## src/hdl/dmc_pkg.sv

```systemverilog
// Constants, types and helpers shared by both ends of the converter control link
// What this block does
// Host addresses single measurements on channels 1 to 16
// Narrow result is unsigned 0 to 65535
// Measure: program selector, settle, start, wait, read
// Wide result: sample in bits 6..23, rest zero
// Host requests only existing channels; else undefined
// Result read port for each converter, both formats
// Gain code bits 3..4; upper bits ignored
// Odd selector: code 0..7 gives channel 1..15
// Even converter has its own selector and gain
// Even selector: code 0..7 gives channel 2..16
// Host starts only after selector settling time
// Conversion uses gain programmed for its converter
// Results are offset binary, midscale means zero volts
// Pattern with both bits starts both together
// Start bit 0 odd converter, bit 1 even
// Conversion takes 2 us, then end of conversion
// Odd channels to odd converter; code (ch-1)/2
// Wait completes once every selected converter finished
package dmc_pkg;

  // Clock and timing
  localparam int CLK_PERIOD_NS = 10;
  localparam int CONV_TIME_NS  = 2000;
  localparam int CONV_CYCLES   = CONV_TIME_NS / CLK_PERIOD_NS;
  localparam int MUX_SETTLE_NS = 2000;
  localparam int CNT_W         = 16;

  // Converters
  localparam int N_CONV    = 2;
  localparam int CONV_ODD  = 0;
  localparam int CONV_EVEN = 1;

  // Selector control word fields
  localparam int WORD_W   = 32;
  localparam int CODE_LSB = 0;
  localparam int CODE_MSB = 2;
  localparam int GAIN_LSB = 3;
  localparam int GAIN_MSB = 4;

  // Gain codes
  localparam logic [1:0] GAIN_X1 = 2'h0;
  localparam logic [1:0] GAIN_X2 = 2'h1;
  localparam logic [1:0] GAIN_X4 = 2'h2;
  localparam logic [1:0] GAIN_X8 = 2'h3;

  // Channels and results
  localparam int SAMPLE_W = 18;
  localparam int WIDE_LSB = 6;
  localparam int NARROW_W = 16;
  localparam logic [4:0]  CH_MIN = 5'h01;
  localparam logic [4:0]  CH_MAX = 5'h10;
  localparam logic [31:0] MIDSCALE_NARROW = 32'h0000_8000;
  localparam logic [31:0] MIDSCALE_WIDE   = 32'h0080_0000;

  typedef logic [SAMPLE_W-1:0] dmc_sample_t;

  // Channel number driven by a selector code
  function automatic logic [4:0] dmc_chan_of(input logic [2:0] code, input logic even);
    dmc_chan_of = {1'b0, code, even} + CH_MIN;
  endfunction

  // Selector code for a channel number
  function automatic logic [2:0] dmc_code_of(input logic [4:0] ch);
    logic [4:0] base;
    base = ch - CH_MIN;
    dmc_code_of = base[3:1];
  endfunction

  // Narrow unsigned word from a sample
  function automatic logic [31:0] dmc_narrow(input dmc_sample_t s);
    dmc_narrow = {16'h0000, s[SAMPLE_W-1 -: NARROW_W]};
  endfunction

  // Wide aligned word from a sample
  function automatic logic [31:0] dmc_wide(input dmc_sample_t s);
    dmc_wide = {8'h00, s, 6'h00};
  endfunction

endpackage

```

## src/hdl/dmc_link_if.sv

```systemverilog
// Link between the processor-side host end and the converter control end
`timescale 1ns/1ps
interface dmc_link_if;
  import dmc_pkg::*;

  // Host commands
  logic [1:0]        muxWrite;
  logic [WORD_W-1:0] cmdWord;
  logic              startReq;
  logic              waitReq;
  logic              readReq;
  logic              readSel;
  logic              readWide;
  // Device answers
  logic [1:0]        eocFlag;
  logic              waitDone;
  logic              readValid;
  logic [WORD_W-1:0] readData;

  modport host (
    output muxWrite, cmdWord, startReq, waitReq, readReq, readSel, readWide,
    input  eocFlag, waitDone, readValid, readData
  );

  modport device (
    input  muxWrite, cmdWord, startReq, waitReq, readReq, readSel, readWide,
    output eocFlag, waitDone, readValid, readData
  );
endinterface

```

## src/hdl/dmc_device_end.sv

```systemverilog
// Converter control end: selectors, gain, start, end of conversion, result ports
`timescale 1ns/1ps
module dmc_device_end (
  // Clock and reset
  input  wire  logic                          clk,
  input  wire  logic                          resetn,
  // Link to the host
  dmc_link_if.device                          link,
  // Analog front end, one lane per converter
  output logic [dmc_pkg::N_CONV-1:0][3:0]     feChannel,
  output logic [dmc_pkg::N_CONV-1:0][1:0]     feGain,
  output logic [dmc_pkg::N_CONV-1:0]          feHold,
  input  wire  dmc_pkg::dmc_sample_t          feSample [dmc_pkg::N_CONV]
);
  import dmc_pkg::*;

  // Selector and gain settings per converter
  logic [2:0]     chanCode_r [N_CONV];
  logic [1:0]     gain_r     [N_CONV];

  // Conversion state per converter
  logic [N_CONV-1:0] busy_r;
  logic [CNT_W-1:0]  cnt_r [N_CONV];
  logic [N_CONV-1:0] eoc_r;
  dmc_sample_t       sample_r [N_CONV];

  // Front end drive
  logic [N_CONV-1:0][3:0] feChannel_r;
  logic [N_CONV-1:0][1:0] feGain_r;
  logic [N_CONV-1:0]      feHold_r;

  // Wait for end of conversion
  logic              waitPend_r;
  logic [N_CONV-1:0] waitMask_r;
  logic              waitDone_r;
  logic              allDone;

  // Result read port
  logic              readValid_r;
  logic [WORD_W-1:0] readData_r;

  // Start decoding and conversion end
  logic [N_CONV-1:0] startHit;
  logic [N_CONV-1:0] convEnd;

  // Each selector takes its own control word; upper bits ignored
  always_ff @(posedge clk or negedge resetn) begin
    if (!resetn) begin
      for (int i = 0; i < N_CONV; i++) begin
        chanCode_r[i] <= 3'h0;
        gain_r[i]     <= GAIN_X1;
      end
    end else begin
      for (int i = 0; i < N_CONV; i++) begin
        if (link.muxWrite[i]) begin
          chanCode_r[i] <= link.cmdWord[CODE_MSB:CODE_LSB];
          gain_r[i]     <= link.cmdWord[GAIN_MSB:GAIN_LSB];
        end
      end
    end
  end

  // Channel number minus one on each selector; odd lane 0..14, even lane 1..15
  always_ff @(posedge clk or negedge resetn) begin
    if (!resetn) begin
      feChannel_r <= '0;
    end else begin
      for (int i = 0; i < N_CONV; i++) begin
        feChannel_r[i] <= 4'(dmc_chan_of(chanCode_r[i], i[0]) - CH_MIN);
      end
    end
  end

  // Start bit per converter; a busy converter ignores a new start
  always_comb begin
    for (int i = 0; i < N_CONV; i++) begin
      startHit[i] = link.startReq && link.cmdWord[i] && !busy_r[i];
    end
  end

  // Gain held steady for the whole conversion
  always_ff @(posedge clk or negedge resetn) begin
    if (!resetn) begin
      feGain_r <= '0;
    end else begin
      for (int i = 0; i < N_CONV; i++) begin
        if (startHit[i]) begin
          feGain_r[i] <= gain_r[i];
        end
      end
    end
  end

  // Hold pulse tells the converter to sample its input
  always_ff @(posedge clk or negedge resetn) begin
    if (!resetn) begin
      feHold_r <= '0;
    end else begin
      feHold_r <= startHit;
    end
  end

  // Lane whose conversion finishes in this cycle
  always_comb begin
    for (int i = 0; i < N_CONV; i++) begin
      convEnd[i] = busy_r[i] && (cnt_r[i] == '0);
    end
  end

  // Conversion timer; runs for the fixed conversion time after a start
  always_ff @(posedge clk or negedge resetn) begin
    if (!resetn) begin
      busy_r <= '0;
      for (int i = 0; i < N_CONV; i++) begin
        cnt_r[i] <= '0;
      end
    end else begin
      for (int i = 0; i < N_CONV; i++) begin
        if (startHit[i]) begin
          busy_r[i] <= 1'b1;
          cnt_r[i]  <= CNT_W'(CONV_CYCLES - 1);
        end else if (convEnd[i]) begin
          busy_r[i] <= 1'b0;
        end else if (busy_r[i]) begin
          cnt_r[i] <= cnt_r[i] - 1'b1;
        end
      end
    end
  end

  // End of conversion; cleared by an accepted start, set as the lane finishes
  always_ff @(posedge clk or negedge resetn) begin
    if (!resetn) begin
      eoc_r <= '0;
    end else begin
      for (int i = 0; i < N_CONV; i++) begin
        if (startHit[i]) begin
          eoc_r[i] <= 1'b0;
        end else if (convEnd[i]) begin
          eoc_r[i] <= 1'b1;
        end
      end
    end
  end

  // Latest sample captured as the conversion ends
  always_ff @(posedge clk or negedge resetn) begin
    if (!resetn) begin
      for (int i = 0; i < N_CONV; i++) begin
        sample_r[i] <= '0;
      end
    end else begin
      for (int i = 0; i < N_CONV; i++) begin
        if (convEnd[i]) begin
          sample_r[i] <= feSample[i];
        end
      end
    end
  end

  // All converters named in the wait pattern have finished
  assign allDone = ((eoc_r & waitMask_r) == waitMask_r);

  // Wait operation; a new wait request restarts it
  always_ff @(posedge clk or negedge resetn) begin
    if (!resetn) begin
      waitPend_r <= 1'b0;
      waitMask_r <= '0;
      waitDone_r <= 1'b0;
    end else begin
      waitDone_r <= 1'b0;
      if (waitPend_r && allDone) begin
        waitPend_r <= 1'b0;
        waitDone_r <= 1'b1;
      end
      if (link.waitReq) begin
        waitPend_r <= 1'b1;
        waitMask_r <= link.cmdWord[N_CONV-1:0];
      end
    end
  end

  // Read answer strobe, one cycle after the request
  always_ff @(posedge clk or negedge resetn) begin
    if (!resetn) begin
      readValid_r <= 1'b0;
    end else begin
      readValid_r <= link.readReq;
    end
  end

  // Result word of the selected converter; held until the next read
  always_ff @(posedge clk or negedge resetn) begin
    if (!resetn) begin
      readData_r <= '0;
    end else begin
      if (link.readReq) begin
        if (link.readWide) begin
          readData_r <= dmc_wide(sample_r[link.readSel]);
        end else begin
          readData_r <= dmc_narrow(sample_r[link.readSel]);
        end
      end
    end
  end

  // Outputs straight from flip-flops
  assign feChannel      = feChannel_r;
  assign feGain         = feGain_r;
  assign feHold         = feHold_r;
  assign link.eocFlag   = eoc_r;
  assign link.waitDone  = waitDone_r;
  assign link.readValid = readValid_r;
  assign link.readData  = readData_r;

endmodule

```

## src/flat_wrapper.sv

```systemverilog
// flat-port wrapper written by rule: the top's interface ports become plain ports
module dmc_device_end_flat import dmc_pkg::*;
  (clk, resetn, feChannel, feGain, feHold, feSample, link_muxWrite, link_cmdWord, link_startReq, link_waitReq, link_readReq, link_readSel, link_readWide, link_eocFlag, link_waitDone, link_readValid, link_readData);
  dmc_link_if link_i ();
  input  wire  logic clk;
  input  wire  logic resetn;
  output logic [dmc_pkg::N_CONV-1:0][3:0] feChannel;
  output logic [dmc_pkg::N_CONV-1:0][1:0] feGain;
  output logic [dmc_pkg::N_CONV-1:0] feHold;
  input  wire  dmc_pkg::dmc_sample_t feSample[dmc_pkg::N_CONV];
  input wire logic [$bits(link_i.muxWrite)-1:0] link_muxWrite;
  input wire logic [$bits(link_i.cmdWord)-1:0] link_cmdWord;
  input wire logic [$bits(link_i.startReq)-1:0] link_startReq;
  input wire logic [$bits(link_i.waitReq)-1:0] link_waitReq;
  input wire logic [$bits(link_i.readReq)-1:0] link_readReq;
  input wire logic [$bits(link_i.readSel)-1:0] link_readSel;
  input wire logic [$bits(link_i.readWide)-1:0] link_readWide;
  output wire logic [$bits(link_i.eocFlag)-1:0] link_eocFlag;
  output wire logic [$bits(link_i.waitDone)-1:0] link_waitDone;
  output wire logic [$bits(link_i.readValid)-1:0] link_readValid;
  output wire logic [$bits(link_i.readData)-1:0] link_readData;
  assign link_i.muxWrite = link_muxWrite;
  assign link_i.cmdWord = link_cmdWord;
  assign link_i.startReq = link_startReq;
  assign link_i.waitReq = link_waitReq;
  assign link_i.readReq = link_readReq;
  assign link_i.readSel = link_readSel;
  assign link_i.readWide = link_readWide;
  assign link_eocFlag = link_i.eocFlag;
  assign link_waitDone = link_i.waitDone;
  assign link_readValid = link_i.readValid;
  assign link_readData = link_i.readData;
  dmc_device_end u_core (.clk(clk), .resetn(resetn), .link(link_i), .feChannel(feChannel), .feGain(feGain), .feHold(feHold), .feSample(feSample));
endmodule
```

## config.mk

```make
export PLATFORM = sky130hd
export DESIGN_NAME = dmc_device_end_flat
export DESIGN_NICKNAME = d
export VERILOG_FILES = /design/src/hdl/dmc_pkg.sv /design/src/hdl/dmc_link_if.sv /design/src/hdl/dmc_device_end.sv /design/src/flat_wrapper.sv
export SDC_FILE = /design/constraint.sdc
export NUM_CORES = 1
export LEC_CHECK = 0
export BUFFER_PORTS_ARGS = -buffer_cell sky130_fd_sc_hd__buf_4
export CORE_MARGIN = 3
export CORE_UTILIZATION = 45
export CTS_CLUSTER_SIZE = 30
export DETAILED_ROUTE_END_ITERATION = 6
export PLACE_DENSITY_LB_ADDON = 0.15
export SLEW_MARGIN = 20
export SYNTH_ARGS = -nofsm -noshare
export SYNTH_HDL_FRONTEND = slang
export SYNTH_SLANG_ARGS = --single-unit
```

## constraint.sdc

```tcl
create_clock -name clk -period 3.1 [get_ports clk]
set_input_delay 0.31 -clock clk [delete_from_list [all_inputs] [get_ports clk]]
set_output_delay 0.31 -clock clk [all_outputs]
set_load 0.05 [all_outputs]
```

After elaboration in Yosys (flattened, before gate mapping)
Cells that the tools add are included.
Widths: inputs -> output; s select.
{"block": "totals", "regBits": 133, "latchBits": 0, "mem_bits_rw": 0, "romBits": 0, "output_inout_bits": 50, "elab_cells": 73, "memories": 0}
{"block": "op_classes", "addsub": 6, "mul": 0, "div_mod_pow": 0, "order_cmp": 1, "n_eq_ne": 3, "shifts": 0, "mux": 21, "bitwise": 2, "n_reduce_logical": 18}
{"op": "$mux 16", "count": 6}
{"op": "$mux 18", "count": 3}
{"op": "$logic_not 16->1", "count": 2}
{"op": "$sub 16x1->16 const B", "count": 2}
{"op": "$mux 24", "count": 1}
{"op": "$mux 1", "count": 11}
{"op": "$reduce_bool 2->1", "count": 5}
{"op": "$add 4x1->4 const B", "count": 2}
{"op": "$sub 4x1->4 const B", "count": 2}
{"op": "$logic_and 1x1->1", "count": 7}
{"op": "$ne 2x1->1 const B", "count": 2}
{"op": "$reduce_and 2->1", "count": 2}
{"op": "$and 2x2->2", "count": 1}
{"op": "$eq 2x2->1", "count": 1}
{"op": "$ge 2x2->1 const B", "count": 1}
{"op": "$logic_not 1->1", "count": 2}
{"op": "$not 1->2", "count": 1}

Depth between registers and ports, before layout
Gate-level depths: netlist of run 1.
{"block": "logic_depth", "ltp_word": 5, "ltp_mapped": 7, "depth_no_buf": 6}

Worst setup path before layout of run 1
No wires, ideal clock.
{"block": "synth_timing", "path_type": "flip-flop to flip-flop", "startpoint": "register u_core.cnt_r[16] (netlist name)", "endpoint": "register u_core.sample_r[26] (netlist name)", "setup_ns": 0.127, "t_arrival_ns": 2.055, "required_time_ns": 2.973, "setup_slack_ns": 0.917, "path_stages_with_launch": 8, "n_path_buf": 1, "synth_period_minus_slack_ns": 2.183, "path_cell_list": "dfrtp_1 > inv_1 > ha_1 > and4bb_1 > nand3_1 > nor4_4 > buf_6 > mux2_1"}
{"block": "synth_via", "elab_chain_cells": 2}
{"item": "start, declared", "line": "dmc_device_end.sv:23", "source": "logic [CNT_W-1:0] cnt_r [N_CONV];"}
{"item": "start signal, assigned by index", "line": "dmc_device_end.sv:121", "source": "cnt_r[i] <= CNT_W'(CONV_CYCLES - 1);"}
{"item": "start signal, assigned by index", "line": "dmc_device_end.sv:125", "source": "cnt_r[i] <= cnt_r[i] - 1'b1;"}
{"item": "$logic_not 16->1", "line": "dmc_device_end.sv:106", "source": "convEnd[i] = busy_r[i] && (cnt_r[i] == '0);"}
{"item": "$logic_and 1x1->1", "line": "dmc_device_end.sv:106"}
{"item": "end signal, assigned by index", "line": "dmc_device_end.sv:155", "source": "sample_r[i] <= feSample[i];"}
{"item": "end, declared", "line": "dmc_device_end.sv:25", "source": "dmc_sample_t sample_r [N_CONV];"}
Every way passes these cells.
A chain may end at the register's enable or synchronous reset.

Worst setup path after layout of run 1
{"block": "layout_timing", "startpoint": "register u_core.cnt_r[16] (netlist name)", "endpoint": "register u_core.sample_r[25] (netlist name)"}
Same word-level chain as after synthesis.

==> reports/results.tsv, run 1 <==
metric	value	unit
status	finished, final reports clean	
Crit path largest cell delay	520	ps
flops & latches, synth	124	
Ys Warns	0	
# port buffers	90	
WP data required	3380	ps
post-DR wirelength/cell	16.9	um
Max Cap Viol	0	
largest net degree at the start of global routing	55	
initial DRC count	284	
RePlAce Congestion	0.821	
DP Wirelength	8.19	mm
NumNets Final	635	
placed cell areas	6290	um^2
first-pass GRT wire length	19.1	mm
vias in the first global route	3778	
Unique masters post-synth	55	
chip width	117	um
core box area	11700	um^2
CP cell instances	inv_1 -> ha_1 -> and4bb_1 -> nand3_1 -> nor4_4 -> buf_12 -> mux2_2	
Final Setup Violations	0	
Layout Cells excl Fill	712	
ys flop type	dfrtp_1	
Mapped Cells	460	
grt ovf	0	
maximum vdd drop	0.000551	V
Worst Path Arrival	2690	ps
Routed Antenna Nets	0	
Clock Latency Late Sink	400	ps
DP Cell Count	679	
Final Skew	10.5	ps
post-CTS setup buffers	0	
die area	13600	um^2
ratio of cells with drive above 1 in the final layout	0.323	
final hold violation count	0	
most frequent cells in the layout	dfrtp_1, buf_4, nand2_1	
critical-path maximum fanout	15	
unrepaired setup endpoints after global routing	false	
antenna violations before repair	0	
ANT cells	0	
H-tree depth	4	
Worst setup SP type	flop	
CTS Buffer Depth	2	
Slew Limit Fails	0	
Vert. Die Dim	117	um
Pleak	0.00333	uW
Layout area overhead	25.4	%
Power Density	611	nW/um^2
synthesized area	5510	um^2
Vias	3824	
clk sink count	124	
FMAX	415	MHz
DR DRC count	0	
measured slew at the worst slew-check pin	700	ps
Finished Cell Area	6910	um^2
Final Critical Period	2410	ps
initial core utilization	0.471	
crit path kind	reg -> reg	
first-pass iteration count of the detailed router	4	
num ports	127	
Post-synth ARST share	1.00	
CTS tree	yes	
total track usage	0.182	
Post-synth EDFFs	0	
post-DR vias/cell	5.37	
FILL cells	960	
Crit-path slowest cell	nor4_4	
Slew HR	0.527	
CTS Buf Count	17	
period utilisation layout	0.778	
Crit. End Element	flop	
commonest non-fill, non-tap cell in the layout	dfrtp_1	
Avg Cell Area, Syn	12.0	um^2
# rows	39	
sequential-to-total area share from yosys stat	0.563	
Fin Setup TNS	0	ps
clock-pin slew on the worst setup and hold paths	50	ps
Hold Path Class	in -> reg	
CTS root buf	clkbuf_16	
drt total wl	12.0	mm
post-cts sizing count	0	
-- cell families after synthesis --
logic type      share of synthesized area
simple gates                        0.131
flops                               0.563
mux                                 0.197
buf+inv                            0.0474
compound gates                     0.0561
fa+ha+maj                         0.00454
other cells                       0.00136
-- sequential cells by signal (all words and copies together), names as in the netlist --
register	count
u_core.gain_r	4
u_core.sample_r	36
u_core.feGain	4
u_core.feHold	2
u_core.link.readValid	1
u_core.link.readData	24
u_core.link.waitDone	1
u_core.waitPend_r	1
u_core.cnt_r	32
u_core.chanCode_r	6
u_core.busy_r	2
u_core.waitMask_r	2
u_core.link.eocFlag	2
u_core.feChannel	7
-- worst max-delay path: cells and delay by family (launching register included) --
family	cells	cell delay (ps)
fa+ha+maj	1	180
buf+inv	2	290
flops	1	400
mux	1	350
simple gates	3	1050
-- synthesized netlist by cell type, types with 2 or more instances --
library cell / number / area share
buf_4: 9 / 0.012
ha_1: 2 / 0.0045
nor2_1: 20 / 0.014
or4_1: 7 / 0.0095
buf_1: 2 / 0.0014
clkbuf_1: 11 / 0.0075
o21ai_0: 6 / 0.0054
or3_1: 2 / 0.0023
o21a_1: 3 / 0.0041
nand4b_1: 3 / 0.0048
mux2_2: 40 / 0.082
inv_1: 26 / 0.018
o22ai_1: 15 / 0.017
dfrtp_1: 124 / 0.56
mux2i_1: 40 / 0.073
nand3_1: 7 / 0.0064
nor4_2: 2 / 0.0045
mux2_1: 9 / 0.018
or2_2: 3 / 0.0034
nand2_1: 52 / 0.035
o31ai_1: 4 / 0.0054
mux2_4: 9 / 0.025
nor4_1: 7 / 0.0079
a31oi_1: 2 / 0.0023
nand4_1: 6 / 0.0068
a21oi_1: 9 / 0.0082
nor3_1: 7 / 0.0064
buf_6: 2 / 0.0041
and3_1: 3 / 0.0034
conb_1: 2 / 0.0014
o311ai_0: 2 / 0.0032
-- through the flow --
step	setup WS, ps	hold WS (ps)	total power (uW)	utilization
2_1_floorplan	917	14.4	2050	-
6_report	690	118	4220	0.590
4_1_cts	693	111	4270	0.590
3_3_place_gp	767	272	2220	0.537
5_1_grt	586	120	4380	0.590
3_5_place_dp	702	272	2230	0.537
-- worst paths after layout --
check / end / cells after the start / startpoint / slack, ps
min: u_core.waitPend_r$_DFFE_PN0P_ / 2 / link_waitReq / 120
min in group asynchronous: u_core.sample_r[13]$_DFFE_PN0P_ / 2 / resetn / 380
max reg2reg: u_core.sample_r[25]$_DFFE_PN0P_ / 7 / u_core.cnt_r[16]$_DFFE_PN0P_ / 690
max: u_core.sample_r[25]$_DFFE_PN0P_ / 7 / u_core.cnt_r[16]$_DFFE_PN0P_ / 690
min reg2reg: u_core.feChannel[3]$_DFF_PN0_ / 0 / u_core.chanCode_r[5]$_DFFE_PN0P_ / 380
max in group asynchronous: u_core.feHold[1]$_DFF_PN0_ / 3 / resetn / 1850
-- area by class of cell --
type | count | area, um^2 | area share
timing repair buffer | 95 | 741 | 0.107
inverter | 26 | 97.6 | 0.0141
multi-input combinational | 292 | 2180 | 0.315
clock buffer | 22 | 474 | 0.0686
sequential | 124 | 3100 | 0.449
clock inverter | 10 | 139 | 0.0201
tap | 143 | 179 | 0.0259
-- where the power goes --
part	internal [uW]	switching (uW)	total, uW
registers	1700	56.7	1760
clock network	1330	695	2020
logic	164	280	444
-- per-layer routing --
metal,track usage,part of all wire
met5,0,0
met4,0.0665,0.016
met3,0.0513,0.059
met2,0.285,0.47
met1,0.243,0.46
-- what timing repair did --
action,in CTS,in global routing
hold endpoints to repair,29,0
setup endpoints to repair,0,0
hold buffers,1,0
Note: power is estimated with default switching activity, not from simulation.
==> inputs of run 2 (changes only) <==
--- a/config.mk
+++ b/config.mk
@@ -5,6 +5,7 @@
 export SDC_FILE = /design/constraint.sdc
 export NUM_CORES = 1
 export LEC_CHECK = 0
+export ABC_AREA = 1
 export BUFFER_PORTS_ARGS = -buffer_cell sky130_fd_sc_hd__buf_4
 export CORE_MARGIN = 3
 export CORE_UTILIZATION = 45
==> constraint.sdc (replaced) <==
create_clock -name clk -period 2.4 [get_ports clk]
set_input_delay 0.24 -clock clk [delete_from_list [all_inputs] [get_ports clk]]
set_output_delay 0.24 -clock clk [all_outputs]
set_load 0.05 [all_outputs]
==> reports/results.tsv, run 2 <==
metric	value	unit	change
status	finished, final reports clean		
num ports	127		unchanged
maximum vdd drop	0.000514	V	-6.8%
core box area	12200	um^2	+4.3%
period utilisation layout	0.834		+0.0565
Hold Path Class	in -> reg		
CTS Buffer Depth	2		unchanged
Fin Hold WS	26.7	ps	-90.9 ps
first-pass iteration count of the detailed router	5		+1
initial core utilization	0.467		-0.00392
WP data required	2700	ps	-680 ps
Vias	4703		+23%
first-pass GRT wire length	21.7	mm	+14%
ranking of synthesized cells by area	dfrtp_1, nand2_1, o21ai_0, inv_1, nor2_1		
FMAX	500	MHz	+20%
Max Cap Viol	0		unchanged
grt ovf	0		unchanged
crit path kind	reg -> reg		
Slew HR	0.558		+0.0312
Mapped Cells	681		+48%
DP Wirelength	8.98	mm	+9.8%
Final Setup Violations	0		unchanged
Largest register FFs	36		unchanged
Power Density	742	nW/um^2	+21%
Post-synth EDFFs	0		unchanged
CTS Buf Count	17		unchanged
clock-pin slew on the worst setup and hold paths	60	ps	about the same
Pleak	0.00363	uW	+9.0%
cell with the most instances after synthesis	nand2_1		
most frequent cells in the layout	nand2_1, dfrtp_1, buf_4		
sequential-to-total area share from yosys stat	0.544		-0.0185
total track usage	0.192		+0.00953
largest net degree at the start of global routing	125		+130%
Routed Antenna Nets	0		unchanged
DR DRC count	0		unchanged
Ys Warns	0		unchanged
die area	14100	um^2	+3.2%
synthesized area	5700	um^2	+3.4%
unrepaired setup endpoints after global routing	false		
cell taking the most area after synthesis	dfrtp_1		
commonest non-fill, non-tap cell in the layout	nand2_1		
# rows	40		+2.6%
ys flop type	dfrtp_1		
Avg Cell Area, Syn	8.37	um^2	-30%
Slew Limit Fails	0		unchanged
drt total wl	12.9	mm	+7.6%
Unique masters post-synth	32		-42%
chip width	119	um	+1.6%
post-DR vias/cell	4.91		-8.5%
flops & latches, synth	124		unchanged
vias in the first global route	4522		+20%
Largest Register	u_core.sample_r		
RePlAce Congestion	0.846		+3.1%
Post-synth ARST share	1.00		unchanged
Worst setup SP type	flop		
measured slew at the worst slew-check pin	663	ps	-37.0 ps
Final Skew	5.10	ps	-5.42 ps
post-DR wirelength/cell	13.5	um	-20%
Crit. End Element	flop		
Layout Cells excl Fill	957		+34%
CTS root buf	clkbuf_16		
DP Cell Count	924		+36%
Vert. Die Dim	119	um	+1.6%
Clock Latency Late Sink	410	ps	about the same
Final Critical Period	2000	ps	-409 ps
ANT cells	0		unchanged
ratio of cells with drive above 1 in the final layout	0.205		-0.118
CTS tree	yes		
antenna violations before repair	0		unchanged
Layout area overhead	24.4	%	
final hold violation count	0		unchanged
FILL cells	1101		+15%
critical-path maximum fanout	11		-4
share of the synthesized area in the top cell type	0.544		-0.0185
NumNets Final	856		+35%
clk sink count	124		unchanged
Fin Setup TNS	0	ps	unchanged
initial DRC count	387		+36%
H-tree depth	4		unchanged
top post-synthesis cells by count	nand2_1, dfrtp_1, inv_1, o21ai_0, nor2_1		
# port buffers	90		unchanged
Worst Path Arrival	2300	ps	-390 ps
run 2: cell count changes in the layout (fill, tap and decap cells not counted), sizes merged, moves of 14 or more:
cell | before | now
mux2i | 40 | 0
mux2 | 58 | 6
nor2 | 20 | 63
nand2 | 52 | 247
o21ai | 6 | 67
o22ai | 15 | 1
nand3 | 7 | 23
inv | 26 | 71
run 2: worst max-delay path, cell delays in order, from the launching register on:
cell      delay [ps]
dfrtp_1          420
inv_1             80
ha_1             250
nand2_2          160
nor2_4            60
nand2_2          110
nand2_2           80
nand2_2          180
clkinv_1         330
nand2_1          150
nand2_1           60
run 2: layout make-up:
type / count / area (um^2) / share of cell area
clock buffers: 18 / 429 / 0.0605
clock inverters: 13 / 151 / 0.0214
repair buffers: 97 / 746 / 0.105
flip-flops and latches: 124 / 3100 / 0.438
multi-input cells: 465 / 2180 / 0.308
inverters: 72 / 270 / 0.0381
well taps: 168 / 210 / 0.0296
run 2: metrics by stage:
stage	utilization	worst slack [ps]	power (uW)	area [um^2]
after global routing	0.581	192	5440	7090
after floorplan	-	869	2550	5730
after CTS	0.581	398	5310	7090
final	0.581	398	5260	7090
after global placement	0.531	501	2770	6490
after detailed placement	0.531	429	2780	6490
run 2: path summary, 6_finish.rpt:
| path | endpoint | slack (ps) | cells after the start | start |
|---|---|---|---|---|
| setup / recovery | u_core.cnt_r[2]$_DFFE_PN0P_ | 400 | 10 | u_core.cnt_r[0]$_DFFE_PN0P_ |
| setup reg to reg | u_core.cnt_r[2]$_DFFE_PN0P_ | 400 | 10 | u_core.cnt_r[0]$_DFFE_PN0P_ |
| min in group asynchronous | u_core.link.readData[18]$_DFFE_PN0P_ | 480 | 3 | resetn |
| max in group asynchronous | u_core.chanCode_r[4]$_DFFE_PN0P_ | 1440 | 3 | resetn |
| hold / removal | u_core.sample_r[13]$_DFFE_PN0P_ | 30 | 3 | feSample[13] |
| hold reg to reg | u_core.feChannel[5]$_DFF_PN0_ | 370 | 0 | u_core.chanCode_r[0]$_DFFE_PN0P_ |
run 2: power breakdown:
part | leakage [uW] | internal, uW | total [uW] | switching (uW)
Sequential | 0.00140 | 2170 | 2200 | 36.0
Combinational | 0.00196 | 167 | 539 | 372
Clock | 0.000281 | 1610 | 2520 | 906
run 2: logic make-up after synthesis:
logic type | Yosys count | share of synthesized area
other | 2 | 0.00132
DFF | 124 | 0.544
xor gates and xnor gates | 4 | 0.00615
and+or+nand+nor | 352 | 0.259
buffers and inverters | 100 | 0.0784
muxes | 6 | 0.0119
adders and majority gates | 2 | 0.00439
AOI/OAI and AO/OA | 91 | 0.0948
run 2: what timing repair did:
action / in CTS / in global routing
endpoints found under the hold margin: 125 / 0
hold buffers: 2 / 0
resized for setup: 0 / 0
buffers inserted: 0 / 0
run 2: per-layer routing:
layer,GRT usage,share of wire,vias to the layer above
met1,0.264,0.47,2223
met5,0,0,-
li1,-,-,2327
met4,0.0659,0.010,0
met3,0.0569,0.063,12
met2,0.290,0.46,141
==> inputs of run 3 (changes only) <==
==> constraint.sdc (replaced) <==
create_clock -name clk -period 1.7 [get_ports clk]
set_input_delay 0.17 -clock clk [delete_from_list [all_inputs] [get_ports clk]]
set_output_delay 0.17 -clock clk [all_outputs]
set_load 0.05 [all_outputs]
==> reports/results.tsv, run 3 (same netlist as run 2, synthesis figures left out) <==
metric	value	unit	change
post-DR wirelength/cell	13.8	um	+2.2%
core box area	12200	um^2	unchanged
NumNets Final	934		+9.1%
Fin Setup TNS	0	ps	unchanged
die area	14100	um^2	unchanged
CP cell instances	inv_1 -> ha_4 -> nand2_2 -> nor2_4 -> nand2_2 -> buf_6 -> nor2_4 -> buf_12 -> clkbuf_16 -> o21ai_0		
# port buffers	90		unchanged
chip width	119	um	unchanged
Crit-path slowest cell	dfrtp_1		
ANT cells	0		unchanged
CP Capture Point	u_core.sample_r[8]$_DFFE_PN0P_		
CTS Buf Count	17		unchanged
Largest Register	u_core.sample_r		
Largest register FFs	36		unchanged
maximum vdd drop	0.000719	V	+40%
period utilisation layout	0.969		+0.135
status	finished, final reports clean		
Slew Limit Fails	0		unchanged
ratio of cells with drive above 1 in the final layout	0.245		+0.0395
crit path kind	reg -> reg		
total track usage	0.204		+0.0121
Layout area overhead	39.9	%	
H-tree depth	4		unchanged
critical path depth	10		unchanged
Final Setup Violations	0		unchanged
r2r endpoint	u_core.sample_r[8]$_DFFE_PN0P_		
drt total wl	14.3	mm	+10%
WP data required	1990	ps	-710 ps
Power Density	980	nW/um^2	+32%
Final Critical Period	1650	ps	-354 ps
PnR worst setup slack	52.5	ps	-346 ps
initial DRC count	248		-36%
largest net degree at the start of global routing	68		-46%
crit path launch	u_core.cnt_r[1]$_DFFE_PN0P_		
Post-Place Setup Slack	72.3	ps	-356 ps
most frequent cells in the layout	nand2_1, buf_4, dfrtp_1		
Vias	5011		+6.5%
initial core utilization	0.467		unchanged
RePlAce Congestion	0.918		+8.4%
CTS tree	yes		
Routed Antenna Nets	0		unchanged
Vert. Die Dim	119	um	unchanged
clk sink count	124		unchanged
Final Skew	4.29	ps	-0.803 ps
grt ovf	0		unchanged
first-pass GRT wire length	23.0	mm	+6.1%
fin util	0.653		+0.0724
commonest non-fill, non-tap cell in the layout	nand2_1		
Crit path largest cell delay	390	ps	-30 ps
final hold violation count	0		unchanged
vias in the first global route	4781		+5.7%
post-DR vias/cell	4.85		-1.4%
CTS root buf	clkbuf_16		
CTS Buffer Depth	2		unchanged
DP Wirelength	9.50	mm	+5.8%
Top delay family on crit path	buffers and inverters		
Pleak	0.00403	uW	+11%
Clock Latency Late Sink	410	ps	about the same
num ports	127		unchanged
first-pass iteration count of the detailed router	5		unchanged
Worst Path Arrival	1940	ps	-360 ps
Worst Path Buf+Inv	4		+2
critical-path maximum fanout	5		-6
antenna violations before repair	0		unchanged
# rows	40		unchanged
Worst setup SP type	flop		
FMAX	607	MHz	+22%
Max Cap Viol	0		unchanged
Crit. End Element	flop		
DR DRC count	0		unchanged
r2r setup slk	50	ps	-350 ps
FF-to-FF Start	u_core.cnt_r[1]$_DFFE_PN0P_		
path depth of the worst reg2reg path	10		unchanged
Hold Path Class	in -> reg		
clock-pin slew on the worst setup and hold paths	50	ps	about the same
-- run 3: cell types whose count changed in the layout (fill, tap and decap cells not counted), sizes merged --
cell | before | now
bufinv | 3 | 4
clkinv | 8 | 3
dlygate4sd3 | 2 | 43
buf | 95 | 129
clkinvlp | 3 | 1
clkbuf | 18 | 26
-- run 3: cell type report --
cell class | instances | area, um^2
timing repair buffer | 174 | 1520
multi-input combinational | 465 | 2220
fill | 986 | 4240
inverter | 72 | 280
sequential | 124 | 3110
clock inverter | 6 | 133
timing repair inverter | 1 | 5.00
clock buffer | 24 | 502
tap | 168 | 210
-- run 3: how the worst min path moves through the flow --
stage	from	slack (ps)	cells past startpoint	endpoint
floorplan	resetn	-130	0	u_core.busy_r[0]$_DFFE_PN0P_
global placement	resetn	210	2	u_core.link.readData[10]$_DFFE_PN0P_
detailed placement	resetn	210	2	u_core.link.readData[4]$_DFFE_PN0P_
CTS	link_muxWrite[1]	4	2	u_core.gain_r[0]$_DFFE_PN0P_
global route	link_cmdWord[1]	8	3	u_core.waitMask_r[1]$_DFFE_PN0P_
finish	link_cmdWord[1]	20	3	u_core.waitMask_r[1]$_DFFE_PN0P_
-- run 3: power breakdown --
| part | leakage (uW) | internal, uW | switching (uW) | total [uW] |
|---|---|---|---|---|
| sequential | 0.00139 | 3060 | 51.8 | 3110 |
| clock | 0.000308 | 2630 | 1220 | 3850 |
| combinational | 0.00234 | 306 | 547 | 852 |
| total | 0.00403 | 6000 | 1820 | 7820 |
-- run 3: timing repair --
item / 4_1_cts / 5_1_grt
setup buffers: 0 / 13
gates resized for setup: 0 / 26
hold buffers: 43 / 0
endpoints found under the hold margin: 170 / 0
endpoints found under the setup margin: 0 / 29
-- run 3: worst reg2reg max path, delay by kind of cell, from the launching register on --
family | cells | cell delay [ps]
simple gates | 4 | 420
buf+inv | 4 | 510
fa+ha+maj | 1 | 140
flops | 1 | 390
compound gates | 1 | 60
-- run 3: per-layer routing --
layer / GRT usage / part of all wire / vias up
met5: 0 / 0 / -
met4: 0.0673 / 0.019 / 0
met3: 0.0555 / 0.048 / 22
met2: 0.315 / 0.47 / 131
met1: 0.279 / 0.46 / 2369
li1: - / - / 2489
-- run 3: through the flow --
step	std cells	instance area, um^2	total power [uW]	hold WS (ps)
floorplan	689	5730	3600	-126
global placement	945	6690	3920	209
detailed placement	945	6690	3940	213
CTS	1018	7750	7880	3.54
global route	1034	7980	8070	8.05
finish	1034	7980	7820	15.6
